==> config.mk <==
export PLATFORM = sky130hd
export DESIGN_NAME = mqc_ctrl
export DESIGN_NICKNAME = d
export VERILOG_FILES = /design/src/mqc_pkg.sv /design/src/mqc_ctrl.sv
export VERILOG_INCLUDE_DIRS = /design/src
export SDC_FILE = /design/constraint.sdc
export NUM_CORES = 1
export LEC_CHECK = 0
export ABC_AREA = 1
export BUFFER_PORTS_ARGS = -buffer_cell sky130_fd_sc_hd__buf_2
export CAP_MARGIN = 20
export CORE_ASPECT_RATIO = 0.5
export CORE_MARGIN = 2
export CORE_UTILIZATION = 50
export CTS_CLUSTER_DIAMETER = 60
export DETAILED_ROUTE_END_ITERATION = 8
export PLACE_DENSITY = 0.77
export SYNTH_ARGS = -nofsm -noshare
export SYNTH_HDL_FRONTEND = slang
export SYNTH_SLANG_ARGS = --single-unit
export TNS_END_PERCENT = 20
==> constraint.sdc <==
create_clock -name hclk -period 3 [get_ports hclk]
set_input_delay 0.3 -clock hclk [delete_from_list [all_inputs] [get_ports hclk]]
set_output_delay 0.3 -clock hclk [all_outputs]
set_load 0.02 [all_outputs]
==> src/mqc_params.svh <==
// constants for the message queue control block
// Notes on behaviour
// - writable 12-bit base at control bits 31:20
// - size code selects 256..64K entries each
// - entries are words; memory is four queues
// - per-queue empty flags, read-only, reset one
// - per-queue full flags, read-only, reset zero
// - option clear: bottom read returns real pointer
// - access bit set: port writes dropped, port reads ones
// - free top register shows base read-only
// - device pointers step four, wrap at size
`ifndef MQC_PARAMS_SVH
`define MQC_PARAMS_SVH
`define MQC_OFS_CTRL      12'h200
`define MQC_OFS_PTR0      12'h204
`define MQC_OFS_PTR_LAST  12'h220
`define MQC_OFS_IN_PORT   12'h040
`define MQC_OFS_OUT_PORT  12'h044
`define MQC_OFS_IRQ_STAT  12'h050
`define MQC_OFS_IRQ_MASK  12'h054
`define MQC_BASE_HI       31
`define MQC_BASE_LO       20
`define MQC_PTR_HI        19
`define MQC_PTR_LO        2
`define MQC_EMPTY_LO      12
`define MQC_FULL_LO       8
`define MQC_SIZE_HI       6
`define MQC_SIZE_LO       4
`define MQC_BRO_BIT       1
`define MQC_DIS_BIT       0
`define MQC_SIZE_256      3'h0
`define MQC_SIZE_1K       3'h1
`define MQC_SIZE_4K       3'h2
`define MQC_SIZE_16K      3'h3
`define MQC_SIZE_64K      3'h4
`define MQC_ALL_ONES      32'hFFFFFFFF
`define MQC_IRQ_W         3
`endif

==> src/mqc_pkg.sv <==
// types of the message queue control block
package mqc_pkg;
  typedef enum logic [0:0] {
    MQC_PH_IDLE = 1'b0,
    MQC_PH_DATA = 1'b1
  } mqc_phase_t;

  typedef struct packed {
    logic [11:0] addr;
    logic        write;
    logic        sel;
  } mqc_aphase_t;

  typedef struct packed {
    logic [11:0] base;
    logic [2:0]  size;
    logic        bro;
    logic        dis;
  } mqc_ctrl_t;

  typedef logic [17:0] mqc_ptr_t;
endpackage : mqc_pkg

==> src/mqc_ctrl.sv <==
// message queue control: ahb-lite register slave, queue pointers and flags
//
// The AHB-Lite interface to the registers was left to the implementer.
`timescale 1ns/1ps
`default_nettype none
`include "mqc_params.svh"
module mqc_ctrl
  import mqc_pkg::*;
(
  input  wire logic        hclk,
  input  wire logic        hresetn,
  input  wire logic        hsel,
  input  wire logic [31:0] haddr,
  input  wire logic [1:0]  htrans,
  input  wire logic        hwrite,
  input  wire logic [2:0]  hsize,
  input  wire logic        hready,
  input  wire logic [31:0] hwdata,
  output var  logic [31:0] hrdata,
  output var  logic        hreadyout,
  output var  logic        hresp,
  output var  logic        irq
);

  // four queues of one size, each with its own pointers, so none need be adjacent
  // queue q: top pointer at index 2q, bottom at 2q+1
  // q0 inbound free, q1 inbound post, q2 outbound free, q3 outbound post
  localparam int NPTR = 8;

  // pointer step of one word is four bytes, wrapped inside the queue size
  function automatic mqc_ptr_t mqc_mask(input logic [2:0] code);
    unique case (code)
      `MQC_SIZE_256: mqc_mask = 18'h000FF;
      `MQC_SIZE_1K:  mqc_mask = 18'h003FF;
      `MQC_SIZE_4K:  mqc_mask = 18'h00FFF;
      `MQC_SIZE_16K: mqc_mask = 18'h03FFF;
      `MQC_SIZE_64K: mqc_mask = 18'h0FFFF;
      // reserved codes fall back to the largest queue so pointers stay sane
      default:       mqc_mask = 18'h0FFFF;
    endcase
  endfunction : mqc_mask

  function automatic mqc_ptr_t mqc_adv(input mqc_ptr_t p, input logic [2:0] code);
    mqc_ptr_t m;
    m = mqc_mask(code);
    mqc_adv = (p & ~m) | ((p + 18'h00001) & m);
  endfunction : mqc_adv

  // every entry is one 32-bit word, so pointers count words, not bytes
  function automatic logic [31:0] mqc_addr(input logic [11:0] b, input mqc_ptr_t p);
    mqc_addr = {b, p, 2'b00};
  endfunction : mqc_addr

  mqc_phase_t              ph_q;
  mqc_phase_t              ph_d;
  mqc_aphase_t             ap_q;
  mqc_aphase_t             ap_d;
  mqc_ctrl_t               ctrl_q;
  mqc_ctrl_t               ctrl_d;
  mqc_ptr_t                ptr_q [NPTR];
  mqc_ptr_t                ptr_d [NPTR];
  logic [`MQC_IRQ_W-1:0]   stat_q;
  logic [`MQC_IRQ_W-1:0]   stat_d;
  logic [`MQC_IRQ_W-1:0]   mask_q;
  logic [`MQC_IRQ_W-1:0]   ev;
  logic [31:0]             rdata;
  logic [31:0]             hrdata_q;
  logic                    hreadyout_q;
  logic                    irq_q;
  logic [3:0]              q_empty;
  logic [3:0]              q_full;
  logic [NPTR-1:0]         adv;
  mqc_ptr_t                ptr_nxt [NPTR];
  logic                    hresp_q;

  // transfer width is not decoded; the bus carries whole words only
  wire        take       = hsel & htrans[1] & hready;
  wire        dp         = (ph_q == MQC_PH_DATA) & ap_q.sel;
  wire        wr         = dp & ap_q.write;
  wire        rd         = dp & ~ap_q.write;
  wire [11:0] a          = ap_q.addr;
  wire        hit_ctrl   = (a == `MQC_OFS_CTRL);
  wire        hit_ptr    = (a >= `MQC_OFS_PTR0) && (a <= `MQC_OFS_PTR_LAST)
                           && (a[1:0] == 2'b00);
  wire [11:0] ptr_ofs    = a - `MQC_OFS_PTR0;
  wire [2:0]  ptr_idx    = ptr_ofs[4:2];
  wire        hit_in     = (a == `MQC_OFS_IN_PORT);
  wire        hit_out    = (a == `MQC_OFS_OUT_PORT);
  wire        hit_stat   = (a == `MQC_OFS_IRQ_STAT);
  wire        hit_mask   = (a == `MQC_OFS_IRQ_MASK);

  // write strobes, one per register, except wr_ptr, which serves all eight pointers
  wire        wr_ctrl    = wr & hit_ctrl;
  wire        wr_ptr     = wr & hit_ptr;
  wire        wr_stat    = wr & hit_stat;
  wire        wr_mask    = wr & hit_mask;
  wire        qport      = hit_in | hit_out;
  wire        q_open     = ~ctrl_q.dis;
  wire        in_push    = wr & hit_in & q_open;
  wire        in_pop     = rd & hit_in & q_open;
  wire        out_push   = wr & hit_out & q_open;
  wire        out_pop    = rd & hit_out & q_open;
  wire        in_push_ok = in_push & ~q_full[1];
  wire        in_pop_ok  = in_pop & ~q_empty[0];
  wire        out_push_ok = out_push & ~q_full[2];
  wire        out_pop_ok = out_pop & ~q_empty[3];
  wire        refused    = dp & qport
                           & ~(in_push_ok | in_pop_ok | out_push_ok | out_pop_ok);

  // entry addresses handed out by the two queue ports
  wire [31:0] in_entry   = mqc_addr(ctrl_q.base, ptr_q[1]);
  wire [31:0] out_entry  = mqc_addr(ctrl_q.base, ptr_q[7]);
  // with the bro option set, the bottom pointer of an emptied queue reads back as the sentinel, not as a stale offset
  wire        bot_ones   = ptr_idx[0] & ctrl_q.bro & q_empty[ptr_idx[2:1]];

  // next position of every pointer, shared by the full flags and the device steps
  genvar gp;
  generate
    for (gp = 0; gp < NPTR; gp++) begin : g_step
      assign ptr_nxt[gp] = mqc_adv(ptr_q[gp], ctrl_q.size);
    end
  endgenerate

  // flags are pure compares, so reset pointers of zero read empty, not full
  genvar gq;
  generate
    for (gq = 0; gq < 4; gq++) begin : g_flag
      assign q_empty[gq] = (ptr_q[2*gq] == ptr_q[2*gq+1]);
      assign q_full[gq]  = (ptr_nxt[2*gq] == ptr_q[2*gq+1]);
    end
  endgenerate

  // pointers the device owns; the others are only stepped by the host
  assign adv = {out_pop_ok, 2'b00, out_push_ok, 1'b0, in_push_ok, in_pop_ok, 1'b0};

  assign ph_d = take ? MQC_PH_DATA : MQC_PH_IDLE;
  assign ap_d = '{addr: haddr[11:0], write: hwrite, sel: take};

  always_comb begin
    ctrl_d = ctrl_q;
    if (wr_ctrl) begin
      ctrl_d.base = hwdata[`MQC_BASE_HI:`MQC_BASE_LO];
      ctrl_d.size = hwdata[`MQC_SIZE_HI:`MQC_SIZE_LO];
      ctrl_d.bro  = hwdata[`MQC_BRO_BIT];
      ctrl_d.dis  = hwdata[`MQC_DIS_BIT];
    end
  end

  // host writes win over a device step in the same cycle (cannot overlap anyway)
  always_comb begin
    for (int i = 0; i < NPTR; i++) begin
      ptr_d[i] = ptr_q[i];
      if (wr_ptr && ptr_idx == 3'(i)) begin
        ptr_d[i] = hwdata[`MQC_PTR_HI:`MQC_PTR_LO];
      end else if (adv[i]) begin
        ptr_d[i] = ptr_nxt[i];
      end
    end
  end

  // events: inbound post, outbound free, refused queue access
  assign ev = {refused, out_push_ok, in_push_ok};

  // a new event in the clearing cycle survives the write-one-to-clear
  assign stat_d = (stat_q & ~(wr_stat ? hwdata[`MQC_IRQ_W-1:0] : '0)) | ev;

  always_comb begin
    rdata = '0;
    if (hit_ctrl) begin
      rdata[`MQC_BASE_HI:`MQC_BASE_LO] = ctrl_q.base;
      rdata[`MQC_EMPTY_LO+3:`MQC_EMPTY_LO] =
        {q_empty[0], q_empty[1], q_empty[2], q_empty[3]};
      rdata[`MQC_FULL_LO+3:`MQC_FULL_LO] =
        {q_full[0], q_full[1], q_full[2], q_full[3]};
      rdata[`MQC_SIZE_HI:`MQC_SIZE_LO] = ctrl_q.size;
      rdata[`MQC_BRO_BIT] = ctrl_q.bro;
      rdata[`MQC_DIS_BIT] = ctrl_q.dis;
    end else if (hit_ptr) begin
      // base in the upper bits of every pointer register is read-only
      rdata = mqc_addr(ctrl_q.base, ptr_q[ptr_idx]);
      if (bot_ones) begin
        rdata = `MQC_ALL_ONES;
      end
    end else if (hit_in) begin
      // only entry addresses are handed out; the frame datapath sits elsewhere
      rdata = in_pop_ok ? in_entry
                        : `MQC_ALL_ONES;
    end else if (hit_out) begin
      rdata = out_pop_ok ? out_entry
                         : `MQC_ALL_ONES;
    end else if (hit_stat) begin
      rdata[`MQC_IRQ_W-1:0] = stat_q;
    end else if (hit_mask) begin
      rdata[`MQC_IRQ_W-1:0] = mask_q;
    end
  end

  // the phase marks the cycle in which the data of a taken transfer moves
  always_ff @(posedge hclk or negedge hresetn) begin
    if (!hresetn) begin
      ph_q <= MQC_PH_IDLE;
    end else begin
      ph_q <= ph_d;
    end
  end

  // address phase kept for the data phase that follows it
  always_ff @(posedge hclk or negedge hresetn) begin
    if (!hresetn) begin
      ap_q <= '0;
    end else begin
      ap_q <= ap_d;
    end
  end

  // one wait state: ready drops for the data phase, rises with the data
  always_ff @(posedge hclk or negedge hresetn) begin
    if (!hresetn) begin
      hreadyout_q <= 1'b1;
    end else begin
      hreadyout_q <= ~take;
    end
  end

  // read data stands only in the cycle it is valid, zero otherwise
  always_ff @(posedge hclk or negedge hresetn) begin
    if (!hresetn) begin
      hrdata_q <= '0;
    end else begin
      hrdata_q <= rd ? rdata : '0;
    end
  end

  // no transfer is refused on the bus itself, so the response stays okay
  always_ff @(posedge hclk or negedge hresetn) begin
    if (!hresetn) begin
      hresp_q <= 1'b0;
    end else begin
      hresp_q <= 1'b0;
    end
  end

  // reserved size codes are kept as written and read back unchanged
  always_ff @(posedge hclk or negedge hresetn) begin
    if (!hresetn) begin
      ctrl_q <= '0;
    end else begin
      ctrl_q <= ctrl_d;
    end
  end

  // every pointer resets to offset zero, so every queue starts empty
  always_ff @(posedge hclk or negedge hresetn) begin
    if (!hresetn) begin
      for (int i = 0; i < NPTR; i++) begin
        ptr_q[i] <= '0;
      end
    end else begin
      for (int i = 0; i < NPTR; i++) begin
        ptr_q[i] <= ptr_d[i];
      end
    end
  end

  // status bits are sticky; only a written one clears them
  always_ff @(posedge hclk or negedge hresetn) begin
    if (!hresetn) begin
      stat_q <= '0;
    end else begin
      stat_q <= stat_d;
    end
  end

  // mask has the same layout as the status bits
  always_ff @(posedge hclk or negedge hresetn) begin
    if (!hresetn) begin
      mask_q <= '0;
    end else if (wr_mask) begin
      mask_q <= hwdata[`MQC_IRQ_W-1:0];
    end
  end

  // irq follows the status one cycle late, straight from a flop
  always_ff @(posedge hclk or negedge hresetn) begin
    if (!hresetn) begin
      irq_q <= 1'b0;
    end else begin
      irq_q <= |(stat_q & mask_q);
    end
  end

  assign hrdata    = hrdata_q;
  assign hreadyout = hreadyout_q;
  assign hresp     = hresp_q;
  assign irq       = irq_q;

endmodule : mqc_ctrl
`default_nettype wire

==> results of run 1 <==
[kinds of logic (layout without fill, tap and decap cells)]
kind of cell               after synthesis  in the layout
other                                    1              1
and+or+nand+nor                       1171           1171
adders and majority gates               11             11
buffers and inverters                  342            465
DFF                                    215            215
AOI/OAI and AO/OA                      394            394
xor gates and xnor gates                98             98
[cell type report]
cell class | count | area, sq um
Clock buffer | 25 | 603.1
Tap cell | 391 | 489.2
Inverter | 244 | 924.6
Clock inverter | 15 | 148.9
Multi-Input combinational cell | 1675 | 8199
Timing Repair Buffer | 181 | 1264
Sequential cell | 215 | 5383
Fill cell | 2744 | 12110
[cells in the mapped netlist, types with 6 or more instances]
cell type	instances
a21oi_1	115
a31oi_1	8
buf_2	10
buf_4	6
clkbuf_1	77
dfrtp_1	214
ha_1	11
inv_1	232
inv_2	9
nand2_1	683
nand2_2	8
nand3_1	196
nand3_2	8
nand3b_1	7
nand4_1	42
nor2_1	160
nor2_2	10
nor3_1	34
nor4_1	6
o211ai_1	10
o21ai_0	227
o21ai_2	6
o221ai_1	18
xnor2_1	34
xor2_1	63
[worst max-delay path by stage]
stage                         start        end  depth (start not counted)
after floorplan                a[2]   register                         14
after detailed placement       a[3]   register                         13
after global routing           a[3]   register                         11
after global placement         a[3]   register                         13
after CTS                      a[3]  ptr_q[95]                         14
final                     ptr_q[93]  hrdata[3]                         14
[what timing repair did]
item,CTS,global route
setup endpoints to repair,1,126
pin swaps,0,0
hold buffers,16,0
resized for setup,1,7
hold endpoints to repair,89,0
gates cloned,0,0
[routing by layer]
metal	track usage (%)	wire length (um)	vias up
met1	53.49	24260	7397
met3	13.75	8512	100
met5	0	0	-
li1	-	-	7446
met4	10.46	1771	0
met2	50.45	22650	884
[tightest hold or removal path, stage by stage]
cell and delay [ns]:
buf_2 0.08, nor2_1 0.04, a21oi_1 0.10
[power by group through the flow]
stage,combinational (mW),sequential [mW],clock [mW]
floorplan,0.269,2.99,0
global placement,0.606,3.00,0
detailed placement,0.611,3.00,0
CTS,0.630,2.94,2.96
global route,0.697,2.95,3.09
finish,0.659,2.94,2.96
[flip-flops by register name (all words and copies together), names as in the netlist, named ones only]
| register | cells |
|---|---|
| ptr_q | 108 |
| hrdata | 32 |
| ctrl_q | 17 |
| a | 12 |
| in_entry | 10 |
| out_entry | 10 |
| mask_q | 3 |
| stat_q | 3 |
| ap_q | 2 |
| hreadyout | 1 |
| irq | 1 |
[stage by stage]
step | setup slack, ns | setup TNS, ns | total power, mW | instance area (sq um) | utilization (%)
after floorplan | 0.3752 | 0 | 3.261 | 14890 | -
after global placement | 0.09058 | 0 | 3.605 | 16070 | 55.19
after detailed placement | 0.02183 | 0 | 3.610 | 16070 | 55.19
after CTS | 0.02132 | 0 | 6.533 | 16990 | 58.33
after global routing | -0.008673 | -0.008673 | 6.728 | 17010 | 58.41
final | 0.1998 | 0 | 6.566 | 17010 | 58.41
==> flow_metrics.tcl, run 1 <==
set metrics [dict create \
    synthAdderAreaFrac_pct 0.9243 \
    yosys.area.top_type "dfrtp_1" \
    ys_types 49 \
    r2r-end "hrdata[3]" \
    tritoncts "yes" \
    synth_edf_count 0 \
    port_buffers 83 \
    power_density_nw_per_um2 386.0 \
    p_leak_nw 9.336 \
    synth_top_family_by_area "simple AND/OR/NAND/NOR gates" \
    synth_area_leaders "dfrtp_1 (36%), nand2_1 (17%), o21ai_0 (7.6%), nand3_1 (6.6%), inv_1 (5.8%)" \
    synth_top_area_share_pct 35.96 \
    grt_overflow_total 0 \
    rrSetupSlack_ns 0.20 \
    skew_ns 0.01838 \
    initialDrtViolationCount 2075 \
    grt_pass1_vias 14200 \
    totalWireLength_um 57190 \
    synth-simple-area-share_pct 33.92 \
    drive_above_1_share_pct 11.59 \
    htreeDepth 1 \
    diodes 0 \
    p_comb_share_pct 10.0 \
    hold_violations 0 \
    power_frac_clock_pct 45.1 \
    power_frac_seq_pct 44.8 \
    gp_congestion 1.001 \
    via_count 15830 \
    synthArstFlopShare_pct 100.0 \
    grt_pass1_wl_um 85820 \
    crit_buf_inv 3 \
    cp-end-kind "register" \
    r2r_start "ptr_q[93]" \
    status "finished clean" \
    syn_avg_cell_area_sq_um 6.671 \
    path_class "register to register" \
    avgViaCountPerCell 5.764 \
    ys_seq_elements 215 \
    p_sw_share_pct 27.80 \
    wl_per_cell_um 20.82 \
    ioPinCount 109 \
    cts-buffers-inserted 22 \
    min_to "ctrl_q[14]" \
    core_sq_um 29120 \
    clk_latency_ns 0.55 \
    holdPathStages 3 \
    die_area_sq_um 31260 \
    drc 0 \
    rows 44 \
    track_usage_pct 36.75 \
    synth_compound_area_share_pct 14.18 \
    drt_pre_antenna_iters 6 \
    hp-class "primary input to register" \
    hp-start "hwdata[29]" \
    cp.required_ns 3.47 \
    setup.worst_path.start_class "register" \
    clock-sinks 215 \
    slowest_delay_ns 0.45 \
    crit_arrival_ns 3.27 \
    synth-xor-area-share_pct 5.815 \
    grt_start_max_net_pins 96 \
    final_common_cell "nand2_1" \
    postCtsSetupRepairBufs 0 \
    min_period_ns 2.800 \
    area_growth_pct 14.24 \
    final_cell_mix "nand2_1 (682), inv_1 (231), o21ai_0 (226)" \
    cts_root_buf "clkbuf_16" \
    antenna_left 0 \
    die-width_um 248.1 \
    crit_fanout 7 \
    clockBufferDepth 3 \
    syn_inst 2232 \
    setup_viol 0 \
    cp_slowest_cell "dfrtp_1" \
    synthMuxAreaShare_pct 0 \
    power_switching_mw 1.825 \
    synth_ff_type "dfrtp_1" \
    slew_headroom_pct 39.28 \
    hold_slack_ns 0.01680 \
    fin_nets 2424 \
    p_int_mw 4.741 \
    netlist_area_sq_um 14890 \
    fmax_mhz 357.1 \
    antenna_found_initial 2 \
    crit_top_cell "nand3_1" \
    irDropWorstVdd_mv 0.4265 \
    cts.clk_slew.worst_paths_ns 0.07 \
    min_period_over_period_pct 93.34 \
    slew_violations 0 \
    seq_area_frac_synth_pct 36.14 \
    cap_violations 0 \
    ys_warn_count 0 \
    start_util_pct 51.13 \
    path_delay_family "simple AND/OR/NAND/NOR gates" \
    worst_slew_pin_slew_ns 0.9013 \
    hpwl_um 42900 \
    syn-num-nets 2317 \
    crit_chain "inv_1 -> nand2_1 -> nand2_1 -> nor2_1 -> nand3_1 -> nor2_1 -> nand3_1 -> nand3_1 -> nand3_1 -> nand2_1 -> inv_1 -> nand3_1 -> nand2_1 -> inv_1" \
    dp_cells 2690 \
    fin_cells 2746 \
    r2r_cells 14 \
    die_h_um 126.0 \
]
(Power assumes the default switching activity.)
==> run 2, diff against run 1 <==
--- a/config.mk
+++ b/config.mk
@@ -6,15 +6,14 @@
 export SDC_FILE = /design/constraint.sdc
 export NUM_CORES = 1
 export LEC_CHECK = 0
-export ABC_AREA = 1
-export BUFFER_PORTS_ARGS = -buffer_cell sky130_fd_sc_hd__buf_2
 export CAP_MARGIN = 20
 export CORE_ASPECT_RATIO = 0.5
 export CORE_MARGIN = 2
 export CORE_UTILIZATION = 50
 export CTS_CLUSTER_DIAMETER = 60
 export DETAILED_ROUTE_END_ITERATION = 8
-export PLACE_DENSITY = 0.77
+export DONT_BUFFER_PORTS = 1
+export PLACE_DENSITY = 0.74
 export SYNTH_ARGS = -nofsm -noshare
 export SYNTH_HDL_FRONTEND = slang
 export SYNTH_SLANG_ARGS = --single-unit
==> constraint.sdc (replaced) <==
create_clock -name hclk -period 3 [get_ports hclk]
set_input_delay 0.6 -clock hclk [delete_from_list [all_inputs] [get_ports hclk]]
set_output_delay 0.6 -clock hclk [all_outputs]
set_load 0.02 [all_outputs]
==> run 2 against run 1 <==
Compared with the run above:
- the flow now finishes with violations (negative hold slack)
- utilization up 0.29 points
- critical path depth down 4
- flip-flop and latch count unchanged
- non-clock buffer count down 38
- power down 0.79%
- fmax down 5.7%
- worst setup slack worse by 0.17 ns
==> flow_metrics.tcl, run 2 <==
set metrics [dict create \
    power_frac_clock_pct 42.6 \
    p_total_mw 6.514 \
    area_growth_pct 15.86 \
    p_sw_share_pct 25.43 \
    rsz0062_at_grt "true" \
    min_period_over_period_pct 99.02 \
    die_h_um 119.6 \
    htreeDepth 1 \
    violations "negative hold slack" \
    totalWireLength_um 42880 \
    postLayoutCoreUtil_pct 58.70 \
    r2r-end "ptr_q[55]" \
    path_class "register to register" \
    dp_cells 1734 \
    synth_ff_type "dfrtp_1" \
    worst_slew_pin_slew_ns 0.6665 \
    irDropWorstVdd_mv 0.3142 \
    power_switching_mw 1.656 \
    synth_area_leaders "dfrtp_1 (40%), mux2_2 (8.2%), mux4_2 (5.9%), xnor2_1 (5.3%), nand2_1 (3.9%)" \
    slew_headroom_pct 55.25 \
    die_area_sq_um 28140 \
    multi_input_area_sq_um 7715 \
    avgViaCountPerCell 6.560 \
    hp-class "primary input to asynchronous set/reset pin" \
    die-width_um 235.2 \
    antenna_found_initial 0 \
    status "finished, violations left" \
    syn_inst 1324 \
    p_comb_share_pct 10.0 \
    power_frac_seq_pct 47.3 \
    regArea_sq_um 5384 \
    crit_cells 10 \
    hold_violations 214 \
    skew_ns 0.01421 \
    largest_reg_flops 108 \
    yosys.area.top_type "dfrtp_1" \
    hpwl_um 32580 \
    syn_avg_cell_area_sq_um 10.10 \
    setup.worst_path.start_class "register" \
    start_util_pct 50.67 \
    fillers 2211 \
    ys_warn_count 0 \
    fmax_mhz 336.6 \
    synth_top_area_share_pct 40.06 \
    drive_above_1_share_pct 25.44 \
    clk_latency_ns 0.52 \
    wl_per_cell_um 24.14 \
    rrSetupSlack_ns 0.03 \
    ys_seq_elements 215 \
    crit_top_cell "or4b_4" \
    cp-end-kind "register" \
    final_common_cell "dfrtp_1" \
    synthArstFlopShare_pct 100.0 \
    track_usage_pct 30.43 \
    syn-num-nets 1409 \
    endpoint "ptr_q[55]" \
    crit_arrival_ns 3.38 \
    clock-sinks 215 \
    grt_pass1_wl_um 65850 \
    cts-buffers-inserted 21 \
    power_density_nw_per_um2 420.6 \
    cap_violations 0 \
    r2r_cells 10 \
    min_period_ns 2.971 \
    fin_cells 1776 \
    drc 0 \
    clockBufferDepth 3 \
    crit_fanout 9 \
    yosysMostFrequentCell "dfrtp_1" \
    netlist_top_cells_count "dfrtp_1 (214), nand2_1 (140), mux2_2 (97), xnor2_1 (81), nor2_1 (78)" \
    drt_pre_antenna_iters 7 \
    setup_viol 0 \
    p_int_mw 4.858 \
    path_delay_family "simple AND/OR/NAND/NOR gates" \
    ioPinCount 109 \
    final_cell_mix "dfrtp_1 (212), nand2_1 (139), buf_4 (132)" \
    p_leak_nw 6.233 \
    synth_edf_count 0 \
    cts_root_buf "clkbuf_16" \
    cp_slowest_cell "or4b_4" \
    core_sq_um 26380 \
    slowest_delay_ns 0.58 \
    crit_chain "ha_2 -> nand4_1 -> or4b_4 -> a211oi_4 -> nor2_2 -> or4b_4 -> o21ai_4 -> buf_12 -> mux2i_4 -> a21oi_2" \
    crit_buf_inv 1 \
    critPathLaunch "ptr_q[54]" \
    port_buffers 0 \
    cts.clk_slew.worst_paths_ns 0.07 \
    grt_start_max_net_pins 216 \
    initialDrtViolationCount 1633 \
    rows 42 \
    slew_violations 0 \
    seq_area_frac_synth_pct 40.26 \
    cp.required_ns 3.41 \
    gp_congestion 0.9769 \
    via_count 11650 \
    antenna_left 0 \
    finalSetupTns_ns 0 \
    ys_types 86 \
    r2r_start "ptr_q[54]" \
    grt_pass1_vias 11270 \
    netlist_area_sq_um 13370 \
    tritoncts "yes" \
    grt_overflow_total 0 \
    fin_nets 1494 \
    hold_slack_ns -0.2190 \
    top_register "ptr_q" \
]
-- run 2: worst min path at each step --
stage,startpoint,end,slack [ns],depth (start not counted)
after floorplan,hresetn,asynchronous set/reset pin,0.30,0
after global placement,hresetn,ptr_q[46],0.31,0
after detailed placement,hresetn,ptr_q[46],0.31,0
after CTS,hresetn,out_entry[9],-0.23,0
after global routing,hresetn,ptr_q[46],-0.23,0
final,hresetn,ptr_q[46],-0.22,0
-- run 2: power by group through the flow --
stage	Combinational [mW]	Clock (mW)	Sequential [mW]
after global routing	0.693	2.92	3.09
final	0.653	2.78	3.08
after CTS	0.626	2.80	3.08
after global placement	0.609	0	3.13
after detailed placement	0.622	0	3.13
after floorplan	0.452	0	3.10
-- run 2: cell type report --
cell class                 count  share of cell area (%)
antenna                        1                 0.01616
clock buffer                  28                   3.822
clock inverter                 9                  0.7352
inverter                      18                  0.4363
multi-input combinational   1010                   49.82
sequential                   215                   34.77
tap                          352                   2.844
timing repair buffer         143                   7.562
-- run 2: what timing repair did --
item / in CTS / in global routing
gates resized for setup: 2 / 30
endpoints found under the setup margin: 19 / 70
setup buffers: 2 / 1
pin swaps: 1 / 7
cloned: 0 / 1
endpoints found under the hold margin: 215 / 214
-- run 2: kinds of logic (layout without fill, tap and decap cells) --
kind of cell,count (synthesis),count (layout),share of synthesized area [%]
AO/OA/AOI/OAI,236,237,12.31
flip-flops,215,215,40.26
adder cells (fa/ha/maj),11,11,1.030
buffers and inverters,100,198,3.145
multiplexers,148,148,15.42
other,1,2,0.02806
AND/OR/NAND/NOR,479,479,19.03
XOR/XNOR,134,134,8.780
-- run 2: metal layers --
metal	wire, um	global-route usage, %	up-vias
li1	-	-	5061
met1	18030	43.43	5850
met2	18780	46.11	646
met3	4886	7.844	94
met4	1182	8.400	0
met5	0	0	-
-- run 2: through the flow --
step	setup slack, ns	area, sq um
final	0.02931	15490
after global routing	-0.08258	15480
after CTS	-0.02561	15320
after detailed placement	-0.09310	14580
after floorplan	-0.001433	13370
after global placement	0.005683	14580
